File: config.mk
export PLATFORM = sky130hd
export DESIGN_NAME = bbod_core
export DESIGN_NICKNAME = d
export VERILOG_FILES = /design/src/bbod_pkg.sv /design/src/bbod_dec_if.sv /design/src/bbod_decode.sv /design/src/bbod_core.sv
export SDC_FILE = /design/constraint.sdc
export NUM_CORES = 1
export LEC_CHECK = 0
export BUFFER_PORTS_ARGS = -buffer_cell sky130_fd_sc_hd__buf_2
export CORE_AREA = 5 5 115 117
export CTS_CLUSTER_DIAMETER = 100
export DETAILED_ROUTE_END_ITERATION = 10
export DIE_AREA = 0 0 120 122
export GPL_TIMING_DRIVEN = 0
export RECOVER_POWER = 50
export SLEW_MARGIN = 20
export SYNTH_ARGS = -nofsm -noshare
export SYNTH_HDL_FRONTEND = slang
export SYNTH_SLANG_ARGS = --single-unit
File: constraint.sdc
create_clock -name clk_in -period 3.1 [get_ports clk_in]
set_input_delay 0.465 -clock clk_in [delete_from_list [all_inputs] [get_ports clk_in]]
set_output_delay 0.465 -clock clk_in [all_outputs]
set_load 0.1 [all_outputs]
File: src/bbod_pkg.sv
// constants, types and helpers for the branch / bit-op decode block
// assumes a core clock with four phases per instruction cycle
`default_nettype none
package bbod_pkg;

  // ---------------------------------------------------------------
  // widths
  // ---------------------------------------------------------------
  localparam int INSTR_W = 16;
  localparam int PC_W = 21;
  localparam int DATA_W = 8;
  localparam int ADDR_W = 12;
  localparam int BANK_W = 4;
  localparam int OFF_W = 11;

  // ---------------------------------------------------------------
  // opcode patterns and field positions
  // ---------------------------------------------------------------
  localparam logic [7:0] OPC_BR_NOT_OVF = 8'he5;
  localparam logic [7:0] OPC_BR_NOT_ZERO = 8'he1;
  localparam logic [4:0] OPC_BR_ALWAYS = 5'h1a;
  localparam logic [3:0] OPC_BIT_SET = 4'h8;
  localparam logic [3:0] OPC_BIT_SKIP_CLR = 4'hb;
  localparam int FLD_BIT_LSB = 9;
  localparam int FLD_BANK_A = 8;
  localparam int FLD_FADDR_LSB = 0;

  // ---------------------------------------------------------------
  // fixed access bank layout
  // ---------------------------------------------------------------
  localparam int ACCESS_SPLIT_BIT = 7;
  localparam logic [3:0] ACCESS_LOW_BANK = 4'h0;
  localparam logic [3:0] ACCESS_HIGH_BANK = 4'hf;

  // ---------------------------------------------------------------
  // cycle counts
  // ---------------------------------------------------------------
  localparam logic [1:0] NOP_AFTER_TAKEN = 2'h1;
  localparam logic [1:0] NOP_AFTER_SKIP_TWO_WORD = 2'h2;
  localparam logic [1:0] NOP_NONE = 2'h0;

  // ---------------------------------------------------------------
  // types
  // ---------------------------------------------------------------
  typedef enum logic [1:0] {PH_Q1, PH_Q2, PH_Q3, PH_Q4} bbod_phase_t;

  typedef enum logic [2:0] {
    OP_NONE,
    OP_BRANCH_NOT_OVERFLOW,
    OP_BRANCH_NOT_ZERO,
    OP_BRANCH_ALWAYS,
    OP_BIT_SET_FILE,
    OP_BIT_TEST_SKIP_CLEAR
  } bbod_op_t;

  typedef struct packed {
    bbod_phase_t phase;
    logic [1:0] nop_left;
    bbod_op_t op;
    logic [2:0] bitpos;
    logic bank_a;
    logic [7:0] faddr;
    logic [OFF_W-1:0] off;
    logic [PC_W-1:0] pc_base;
    logic taken;
    logic nop_cycle;
    logic mem_rd;
    logic mem_wr;
    logic [ADDR_W-1:0] mem_addr;
    logic [DATA_W-1:0] wdata;
    logic pc_load;
    logic [PC_W-1:0] pc_target;
    logic flush;
    logic status_we;
  } bbod_state_t;

  // ---------------------------------------------------------------
  // helpers
  // ---------------------------------------------------------------
  function automatic logic [DATA_W-1:0] bit_mask(input logic [2:0] pos);
    bit_mask = 8'h01 << pos;
  endfunction

endpackage
`default_nettype wire

File: src/bbod_dec_if.sv
// carrier between the sequencer and the opcode decoder
// assumes both ends sit on the same core clock
`timescale 1ns/1ps
`default_nettype none
interface bbod_dec_if;
  logic [bbod_pkg::INSTR_W-1:0] word;
  bbod_pkg::bbod_op_t op;
  logic [2:0] bitpos;
  logic bank_a;
  logic [7:0] faddr;
  logic [bbod_pkg::OFF_W-1:0] off;

  modport ctl (output word, input op, input bitpos, input bank_a, input faddr, input off);
  modport dec (input word, output op, output bitpos, output bank_a, output faddr, output off);
endinterface
`default_nettype wire

File: src/bbod_decode.sv
// combinational opcode decoder for the branch and bit-op group
// assumes the word is stable while the sequencer samples the result
`timescale 1ns/1ps
`default_nettype none
module bbod_decode (
  bbod_dec_if.dec dif
);

  always_comb begin
    dif.op = bbod_pkg::OP_NONE;
    dif.bitpos = dif.word[bbod_pkg::FLD_BIT_LSB +: 3];
    dif.bank_a = dif.word[bbod_pkg::FLD_BANK_A];
    dif.faddr = dif.word[bbod_pkg::FLD_FADDR_LSB +: 8];
    // 8-bit offset sign-extended unless the long form matches
    dif.off = {{3{dif.word[7]}}, dif.word[7:0]};
    if (dif.word[15:8] == bbod_pkg::OPC_BR_NOT_OVF) begin
      dif.op = bbod_pkg::OP_BRANCH_NOT_OVERFLOW;
    end else if (dif.word[15:8] == bbod_pkg::OPC_BR_NOT_ZERO) begin
      dif.op = bbod_pkg::OP_BRANCH_NOT_ZERO;
    end else if (dif.word[15:11] == bbod_pkg::OPC_BR_ALWAYS) begin
      dif.op = bbod_pkg::OP_BRANCH_ALWAYS;
      dif.off = dif.word[10:0];
    end else if (dif.word[15:12] == bbod_pkg::OPC_BIT_SET) begin
      dif.op = bbod_pkg::OP_BIT_SET_FILE;
    end else if (dif.word[15:12] == bbod_pkg::OPC_BIT_SKIP_CLR) begin
      dif.op = bbod_pkg::OP_BIT_TEST_SKIP_CLEAR;
    end
  end

endmodule // bbod_decode
`default_nettype wire

File: src/bbod_core.sv
// branch and bit-op execute sequencer for an 8-bit core
// assumes fetch, flags, bank select and data memory share clk_in
//
// Behaviour
// - Pattern e5 with 8-bit offset branches only when overflow is clear.
// - Pattern e1 with 8-bit offset branches only when zero is clear.
// - A taken branch adds twice the signed offset to the already incremented pc.
// - A conditional branch takes one cycle if not taken, else two with pc written in q4 and a nop cycle.
// - Pattern 11010 with 11-bit offset branches always, target computed the same way.
// - The unconditional branch always takes two cycles, the second a nop.
// - Pattern 1000 sets the selected bit of the addressed file register in one cycle.
// - Bank bit 0 selects the fixed access bank, bank bit 1 the bank select register.
// - Pattern 1011 reads the register and skips the next instruction if the bit is 0.
// - A skip discards the prefetched instruction and runs a nop cycle instead.
// - A skip over a two-word instruction inserts two nop cycles, three cycles in all.
`timescale 1ns/1ps
`default_nettype none
module bbod_core (
  input wire logic clk_in,
  input wire logic resetn_in,
  input wire logic ce_in,
  input wire logic [bbod_pkg::INSTR_W-1:0] instr_in,
  input wire logic [bbod_pkg::PC_W-1:0] pc_next_in,
  input wire logic two_word_next_in,
  input wire logic ovf_flag_in,
  input wire logic zero_flag_in,
  input wire logic [bbod_pkg::BANK_W-1:0] bank_select_register_in,
  input wire logic [bbod_pkg::DATA_W-1:0] rdata_in,
  output logic [1:0] phase_out,
  output logic nop_cycle_out,
  output logic mem_rd_out,
  output logic mem_wr_out,
  output logic [bbod_pkg::ADDR_W-1:0] mem_addr_out,
  output logic [bbod_pkg::DATA_W-1:0] mem_wdata_out,
  output logic pc_load_out,
  output logic [bbod_pkg::PC_W-1:0] pc_target_out,
  output logic flush_out,
  output logic status_we_out
);

  // ---------------------------------------------------------------
  // reset release
  // ---------------------------------------------------------------
  logic [1:0] rst_sync_reg;
  logic rstn;

  always_ff @(posedge clk_in or negedge resetn_in) begin
    if (!resetn_in) begin
      rst_sync_reg <= 2'h0;
    end else begin
      rst_sync_reg <= {rst_sync_reg[0], 1'b1};
    end
  end

  assign rstn = rst_sync_reg[1];

  // ---------------------------------------------------------------
  // decoder
  // ---------------------------------------------------------------
  bbod_dec_if dif ();

  assign dif.word = instr_in;

  bbod_decode u_decode (
    .dif(dif)
  );

  // ---------------------------------------------------------------
  // helpers
  // ---------------------------------------------------------------
  function automatic logic [bbod_pkg::ADDR_W-1:0] file_addr(
    input logic bank_a,
    input logic [7:0] faddr,
    input logic [bbod_pkg::BANK_W-1:0] bank_sel
  );
    logic [bbod_pkg::BANK_W-1:0] bank;
    if (bank_a) begin
      bank = bank_sel;
    end else if (faddr[bbod_pkg::ACCESS_SPLIT_BIT]) begin
      bank = bbod_pkg::ACCESS_HIGH_BANK;
    end else begin
      bank = bbod_pkg::ACCESS_LOW_BANK;
    end
    file_addr = {bank, faddr};
  endfunction

  function automatic logic [bbod_pkg::PC_W-1:0] rel_target(
    input logic [bbod_pkg::PC_W-1:0] base,
    input logic [bbod_pkg::OFF_W-1:0] off
  );
    logic [bbod_pkg::PC_W-1:0] step;
    step = {{(bbod_pkg::PC_W - bbod_pkg::OFF_W - 1){off[bbod_pkg::OFF_W-1]}}, off, 1'b0};
    rel_target = base + step;
  endfunction

  // ---------------------------------------------------------------
  // state
  // ---------------------------------------------------------------
  bbod_pkg::bbod_state_t s_reg;
  bbod_pkg::bbod_state_t s_next;
  logic exec_now;
  logic is_branch;

  assign exec_now = (s_reg.nop_left == bbod_pkg::NOP_NONE);
  assign is_branch = (s_reg.op == bbod_pkg::OP_BRANCH_NOT_OVERFLOW) ||
                     (s_reg.op == bbod_pkg::OP_BRANCH_NOT_ZERO) ||
                     (s_reg.op == bbod_pkg::OP_BRANCH_ALWAYS);

  always_comb begin
    s_next = s_reg;
    s_next.mem_rd = 1'b0;
    s_next.mem_wr = 1'b0;
    s_next.pc_load = 1'b0;
    s_next.flush = 1'b0;
    s_next.status_we = 1'b0;
    unique case (s_reg.phase)
      bbod_pkg::PH_Q1: begin
        s_next.phase = bbod_pkg::PH_Q2;
        if (exec_now) begin
          s_next.op = dif.op;
          s_next.bitpos = dif.bitpos;
          s_next.bank_a = dif.bank_a;
          s_next.faddr = dif.faddr;
          s_next.off = dif.off;
          s_next.pc_base = pc_next_in;
          s_next.taken = 1'b0;
          s_next.mem_addr = file_addr(dif.bank_a, dif.faddr, bank_select_register_in);
          s_next.mem_rd = (dif.op == bbod_pkg::OP_BIT_SET_FILE) ||
                          (dif.op == bbod_pkg::OP_BIT_TEST_SKIP_CLEAR);
        end else begin
          s_next.op = bbod_pkg::OP_NONE;
        end
      end
      bbod_pkg::PH_Q2: begin
        s_next.phase = bbod_pkg::PH_Q3;
      end
      bbod_pkg::PH_Q3: begin
        s_next.phase = bbod_pkg::PH_Q4;
        unique case (s_reg.op)
          bbod_pkg::OP_BRANCH_NOT_OVERFLOW: s_next.taken = !ovf_flag_in;
          bbod_pkg::OP_BRANCH_NOT_ZERO: s_next.taken = !zero_flag_in;
          bbod_pkg::OP_BRANCH_ALWAYS: s_next.taken = 1'b1;
          bbod_pkg::OP_BIT_TEST_SKIP_CLEAR: s_next.taken = !rdata_in[s_reg.bitpos];
          bbod_pkg::OP_BIT_SET_FILE: s_next.taken = 1'b0;
          bbod_pkg::OP_NONE: s_next.taken = 1'b0;
          default: s_next.taken = 1'b0;
        endcase
        if (exec_now && is_branch && s_next.taken) begin
          s_next.pc_load = 1'b1;
          s_next.pc_target = rel_target(s_reg.pc_base, s_reg.off);
        end
        if (exec_now && s_reg.op == bbod_pkg::OP_BIT_SET_FILE) begin
          s_next.mem_wr = 1'b1;
          s_next.wdata = rdata_in | bbod_pkg::bit_mask(s_reg.bitpos);
        end
        s_next.flush = s_next.taken;
      end
      bbod_pkg::PH_Q4: begin
        s_next.phase = bbod_pkg::PH_Q1;
        if (!exec_now) begin
          s_next.nop_left = s_reg.nop_left - 2'h1;
        end else if (s_reg.taken) begin
          if (s_reg.op == bbod_pkg::OP_BIT_TEST_SKIP_CLEAR && two_word_next_in) begin
            s_next.nop_left = bbod_pkg::NOP_AFTER_SKIP_TWO_WORD;
          end else begin
            s_next.nop_left = bbod_pkg::NOP_AFTER_TAKEN;
          end
        end
        s_next.taken = 1'b0;
        s_next.nop_cycle = (s_next.nop_left != bbod_pkg::NOP_NONE);
      end
    endcase
  end

  always_ff @(posedge clk_in or negedge rstn) begin
    if (!rstn) begin
      s_reg <= '0;
    end else if (ce_in) begin
      s_reg <= s_next;
    end
  end

  // ---------------------------------------------------------------
  // outputs
  // ---------------------------------------------------------------
  assign phase_out = s_reg.phase;
  assign nop_cycle_out = s_reg.nop_cycle;
  assign mem_rd_out = s_reg.mem_rd;
  assign mem_wr_out = s_reg.mem_wr;
  assign mem_addr_out = s_reg.mem_addr;
  assign mem_wdata_out = s_reg.wdata;
  assign pc_load_out = s_reg.pc_load;
  assign pc_target_out = s_reg.pc_target;
  assign flush_out = s_reg.flush;
  assign status_we_out = s_reg.status_we;
endmodule // bbod_core
`default_nettype wire

==> results of run 1 <==
[Yosys cell counts (3+ instances only)]
library cell / n / share of area [%]
a31oi_1: 16 / 2.1
and2_1: 4 / 0.53
and3_1: 3 / 0.40
nand2b_1: 4 / 0.53
nor2b_1: 3 / 0.40
buf_4: 45 / 7.2
xor2_1: 5 / 0.93
nor3_1: 7 / 0.74
mux2_2: 31 / 7.4
o21a_1: 6 / 0.96
clkbuf_1: 16 / 1.3
a21o_1: 10 / 1.6
ha_1: 22 / 5.8
buf_2: 3 / 0.32
nor2_1: 22 / 1.8
o21ai_0: 35 / 3.7
nand3_1: 7 / 0.74
o31ai_1: 6 / 0.96
nand2_1: 55 / 4.4
a21oi_1: 29 / 3.1
xnor2_1: 5 / 0.93
o311ai_0: 3 / 0.56
nand4_1: 5 / 0.66
inv_1: 15 / 1.2
dfrtp_1: 83 / 44
[worst register-to-register path, cell delays in order (launching register included)]
cell and delay [ps]:
dfrtp_1 390, ha_1 240, fa_1 440, a211oi_2 230, o21ai_2 140, o211a_1 270, o21a_1 240, a311o_1 370
o211ai_1 90
[layer usage]
layer | wire [µm] | share of wire (%)
met5 | 30 | 0.27
met4 | 213 | 1.9
met3 | 684 | 6.2
met2 | 5230 | 47
met1 | 4900 | 44
[cell type report]
| cell class | instances | area, µm² | area share [%] |
|---|---|---|---|
| multi-input cells | 316 | 2160 | 37.8 |
| clock inverters | 4 | 50.0 | 0.876 |
| plain buffers | 64 | 413 | 7.22 |
| clock buffers | 12 | 246 | 4.31 |
| well taps | 150 | 188 | 3.28 |
| repair buffers | 104 | 524 | 9.17 |
| flip-flops and latches | 83 | 2080 | 36.3 |
| inverters | 15 | 56.3 | 0.985 |
[stage by stage]
step	setup slack, ps	TNS [ps]
6_report	612	0
5_1_grt	473	0
4_1_cts	610	0
3_5_place_dp	643	0
3_3_place_gp	-449	-35980
2_1_floorplan	617	0
[worst min path at each step]
stage,slack (ps),startpoint,endpoint,cells after the start
global placement,250,resetn_in,rst_sync_reg[0],1
detailed placement,250,resetn_in,rst_sync_reg[0],1
finish,350,rst_sync_reg[0],rst_sync_reg[1],0
CTS,320,rst_sync_reg[1],mem_addr_out[11],0
global route,340,pc_next_in[7],s_reg[55],2
floorplan,170,resetn_in,rst_sync_reg[0],0
[kinds of logic (layout without fill, tap and decap cells)]
logic type / Yosys count / in the layout / synth area share, %
adder cells (fa/ha/maj): 23 / 23 / 6.27
buffers and inverters: 79 / 199 / 9.97
other: 2 / 2 / 0.160
multiplexers: 34 / 34 / 8.59
XOR/XNOR: 10 / 10 / 1.86
AO/OA/AOI/OAI: 127 / 127 / 17.0
AND/OR/NAND/NOR: 120 / 120 / 12.0
flip-flops: 83 / 83 / 44.1
[repair_timing]
| action | CTS | global route |
|---|---|---|
| gates resized for setup | 0 | 0 |
| endpoints found under the hold margin | 2 | 0 |
| hold buffers | 1 | 0 |
==> impl_metrics.py, run 1 <==
metrics = {
    "floorplanning": {
        "fp.dieH_um": 122,
        "io-pin-count": 104,
        "core_area_um2": 12300,
        "die-area_um2": 14600,
        "rows": 41,
        "die-width_um": 120,
        "initial_core_util_pct": 38.4,
    },
    "finish": {
        "area.growth.synth_to_final_pct": 21.4,
        "fin_util_pct": 46.6,
        "final_cell_mix": "buf_2, dfrtp_1, nand2_1",
        "fin_nets": 671,
        "num_antenna_cells": 0,
        "nFillCells": 1214,
        "fin_area_um2": 5720,
        "final_common_cell": "buf_2",
        "fin_cells": 748,
        "largest_reg_flops": 41,
        "drive_gt1_share_pct": 31.1,
    },
    "place": {
        "hpwl_um": 8490,
        "placed_cells": 731,
        "gp_congestion": 0.852,
        "portBuffers": 102,
        "dpl-instance-area_um2": 5440,
    },
    "drt": {
        "vias_per_cell": 5.04,
        "wl_per_cell_um": 14.8,
        "drtIter0Drc": 129,
        "ant_nets": 0,
        "dr.pass1.iters": 4,
        "via_count": 3771,
        "drcViolationCount": 0,
        "wirelength_um": 11100,
    },
    "clocking": {
        "ctsHtreeMaxLevel": 3,
        "clkSinkCount": 83,
        "cts_setup_buffers": 0,
        "clockRootBuffer": "clkbuf_16",
        "clk_latency_ps": 340,
        "cts-buffers-inserted": 9,
        "cts.path.max_buffers": 2,
        "cts_tree": "built",
        "path_clk_slew_ps": 60,
    },
    "synthesis": {
        "netlist_area_um2": 4710,
        "synthDistinctLibCells": 52,
        "yosysSeqAreaShare_pct": 44.1,
        "synth-edff-count": 0,
        "yosysWarnings": 0,
        "synth_ff_type": "dfrtp_1",
        "avgSynthCellArea_um2": 9.85,
        "syn_inst": 478,
        "yosys_register_bits": 83,
        "ys_async_sr_fraction_pct": 100,
        "synth_nets": 556,
    },
    "critical_path": {
        "end_kind": "flip-flop",
        "critPathArrivalTime_ps": 2740,
        "path_delay_family": "compound AO/OA/AOI/OAI gates",
        "worstPathCellList": "ha_1 -> fa_1 -> a211oi_2 -> o21ai_2 -> o211a_1 -> o21a_1 -> a311o_1 -> o211ai_1",
        "cp_num_cells": 8,
        "crit_type": "reg -> reg",
        "cp_slowest_cell": "fa_1",
        "max_stage_delay_ps": 440,
        "crit-reg2reg-capture": "pc_target_out[19]",
        "crit_required_ps": 3350,
        "critPathCapture": "pc_target_out[19]",
        "startpoint_type": "flip-flop",
        "reg2reg_depth": 8,
        "rrSetupSlack_ps": 610,
        "cp.buffers_inverters": 0,
        "cp_max_fo": 4,
        "critPathLaunch": "s_reg[69]",
        "r2r_start": "s_reg[69]",
    },
    "hold_path": {
        "worstHoldPathType": "reg -> reg",
    },
    "grt": {
        "grt_max_degree": 49,
        "use_met1_pct": 19.9,
        "grt_use_met3_pct": 4.32,
        "antenna_found_initial": 2,
        "use_met2_pct": 26.4,
        "overflow": 0,
        "gr-usage-all-layers_pct": 16.0,
        "grt_pass1_wl_um": 18500,
        "top_usage_layer": "met2",
        "grt_pass1_vias": 3855,
    },
    "run": {
        "drv_cap": 0,
    },
    "timing": {
        "fin_worst_skew_ps": 4.95,
        "hold_viol": 0,
        "setup_violations": 0,
        "rsz0062_at_grt": "no",
        "slew_violations": 0,
        "slew_headroom_pct": 3.39,
        "worst_pin_slew_ps": 1450,
        "min_period_ps": 2490,
        "clock.fmax_mhz": 402,
        "finalCritPeriodShare_pct": 80.3,
        "hold_ws_ps": 350,
    },
    "status": {
        "status": "finished clean",
    },
}
Power of run 1 is left out: the tool's default activity adds up to more than one toggle a clock period on the data nets, which glitch-free logic cannot reach.
==> inputs of run 2 (changes only) <==
==> constraint.sdc (replaced) <==
create_clock -name clk_in -period 2.15 [get_ports clk_in]
set_input_delay 0.3225 -clock clk_in [delete_from_list [all_inputs] [get_ports clk_in]]
set_output_delay 0.3225 -clock clk_in [all_outputs]
set_load 0.1 [all_outputs]
==> run 2 against run 1 <==
  * The flow now finishes with violations (negative setup slack)
  * Register-to-register slack worse by 730 ps
  * Global-route usage about the same
  * Clock skew up 1.9 ps
  * Cell count up 0.40%
  * Via count up 0.82%
  * Critical endpoint unchanged
==> impl_metrics.py, run 2 (same netlist as run 1, synthesis figures left out) <==
metrics = {
    "status": {
        "status": "finished, violations left",
        "violations": "negative setup slack",
    },
    "finish": {
        "final_cell_mix": "buf_2, dfrtp_1, nand2_1",
        "drive_gt1_share_pct": 37.9,
        "largest_reg_flops": 41,
        "final_common_cell": "buf_2",
        "area.growth.synth_to_final_pct": 24.0,
        "num_antenna_cells": 0,
        "fin_nets": 674,
        "fin_util_pct": 47.6,
    },
    "grt": {
        "gr-usage-all-layers_pct": 16.0,
        "overflow": 0,
        "grt_pass1_vias": 3826,
        "grt_max_degree": 48,
        "antenna_found_initial": 1,
        "grt_pass1_wl_um": 18500,
    },
    "drt": {
        "drtIter0Drc": 196,
        "drcViolationCount": 0,
        "wl_per_cell_um": 15.0,
        "via_count": 3802,
        "ant_nets": 0,
        "vias_per_cell": 5.06,
        "dr.pass1.iters": 4,
        "wirelength_um": 11200,
    },
    "clocking": {
        "clk_latency_ps": 340,
        "clockRootBuffer": "clkbuf_16",
        "cts.path.max_buffers": 2,
        "path_clk_slew_ps": 60,
        "cts_tree": "built",
        "clkSinkCount": 83,
        "ctsHtreeMaxLevel": 3,
        "cts-buffers-inserted": 9,
    },
    "floorplanning": {
        "initial_core_util_pct": 38.4,
        "die-area_um2": 14600,
        "rows": 41,
        "fp.dieH_um": 122,
        "core_area_um2": 12300,
        "die-width_um": 120,
        "io-pin-count": 104,
    },
    "timing": {
        "hold_ws_ps": 205,
        "setup_ws_ps": -117,
        "slew_headroom_pct": 3.52,
        "setup_violations": 6,
        "fin_setup_tns_ps": -422,
        "clock.fmax_mhz": 441,
        "rsz0062_at_grt": "yes",
        "hold_viol": 0,
        "worst_pin_slew_ps": 1450,
        "min_period_ps": 2270,
        "fin_worst_skew_ps": 6.90,
        "slew_violations": 0,
        "finalCritPeriodShare_pct": 105,
    },
    "place": {
        "hpwl_um": 8570,
        "gp_congestion": 0.864,
        "portBuffers": 102,
        "place_ws_ps": -208,
    },
    "critical_path": {
        "cp_slowest_cell": "dfrtp_1",
        "crit_required_ps": 2400,
        "critPathLaunch": "s_reg[49]",
        "crit_type": "reg -> reg",
        "critPathArrivalTime_ps": 2520,
        "startpoint_type": "flip-flop",
        "crit-reg2reg-capture": "pc_target_out[19]",
        "critPathCapture": "pc_target_out[19]",
        "rrSetupSlack_ps": -120,
        "worstPathCellList": "ha_2 -> fa_2 -> a211oi_2 -> o21ai_2 -> o211a_1 -> o21a_1 -> a311o_1 -> o211ai_1",
        "end_kind": "flip-flop",
        "max_stage_delay_ps": 380,
        "cp_max_fo": 4,
        "reg2reg_depth": 8,
        "r2r_start": "s_reg[49]",
    },
    "hold_path": {
        "worstHoldPathType": "in -> reg",
    },
    "run": {
        "drv_cap": 0,
    },
}
## run 2: cell type report
cell class	count	area, µm²
plain buffers	60	403
clock buffers	11	243
clock inverters	5	52.6
fillers	1173	6420
inverters	15	56.3
multi-input cells	316	2230
flip-flops and latches	83	2080
well taps	150	188
repair buffers	111	581
## run 2: routing by layer
layer | global-route usage [%] | vias up | wire [µm]
li1 | - | 1889 | -
met1 | 20.7 | 1807 | 5080
met2 | 26.1 | 89 | 5330
met3 | 3.85 | 15 | 603
met4 | 6.01 | 2 | 200
met5 | 0 | - | 7
## run 2: worst min-delay path by stage
stage | slack (ps) | startpoint | end | cells past startpoint
5_1_grt | 200 | pc_next_in[7] | s_reg[55] | 2
2_1_floorplan | 30 | resetn_in | rst_sync_reg[0] | 0
4_1_cts | 200 | instr_in[11] | s_reg[91] | 3
6_report | 200 | instr_in[11] | s_reg[91] | 3
3_5_place_dp | 110 | resetn_in | rst_sync_reg[0] | 1
3_3_place_gp | 110 | resetn_in | rst_sync_reg[0] | 1
## run 2: repair_timing
action | CTS | global route
buffers inserted | 4 | 3
gates resized for setup | 6 | 19
hold buffers | 1 | 0
endpoints found under the setup margin | 38 | 40
endpoints found under the hold margin | 2 | 0
pin swaps | 8 | 7
## run 2: worst max-delay path, delay by kind of cell, from the launching register on
kind / cells / cell delay [ps]
DFF: 1 / 380
AOI/OAI and AO/OA: 6 / 1230
adders and majority gates: 2 / 550
## run 2: per-stage QoR
| step | cell area [µm²] | instances |
|---|---|---|
| finish | 5840 | 751 |
| global route | 5840 | 751 |
| CTS | 5790 | 751 |
| detailed placement | 5440 | 731 |
| global placement | 5410 | 730 |
| floorplan | 4710 | 478 |
Power of run 2 is left out for the same reason.
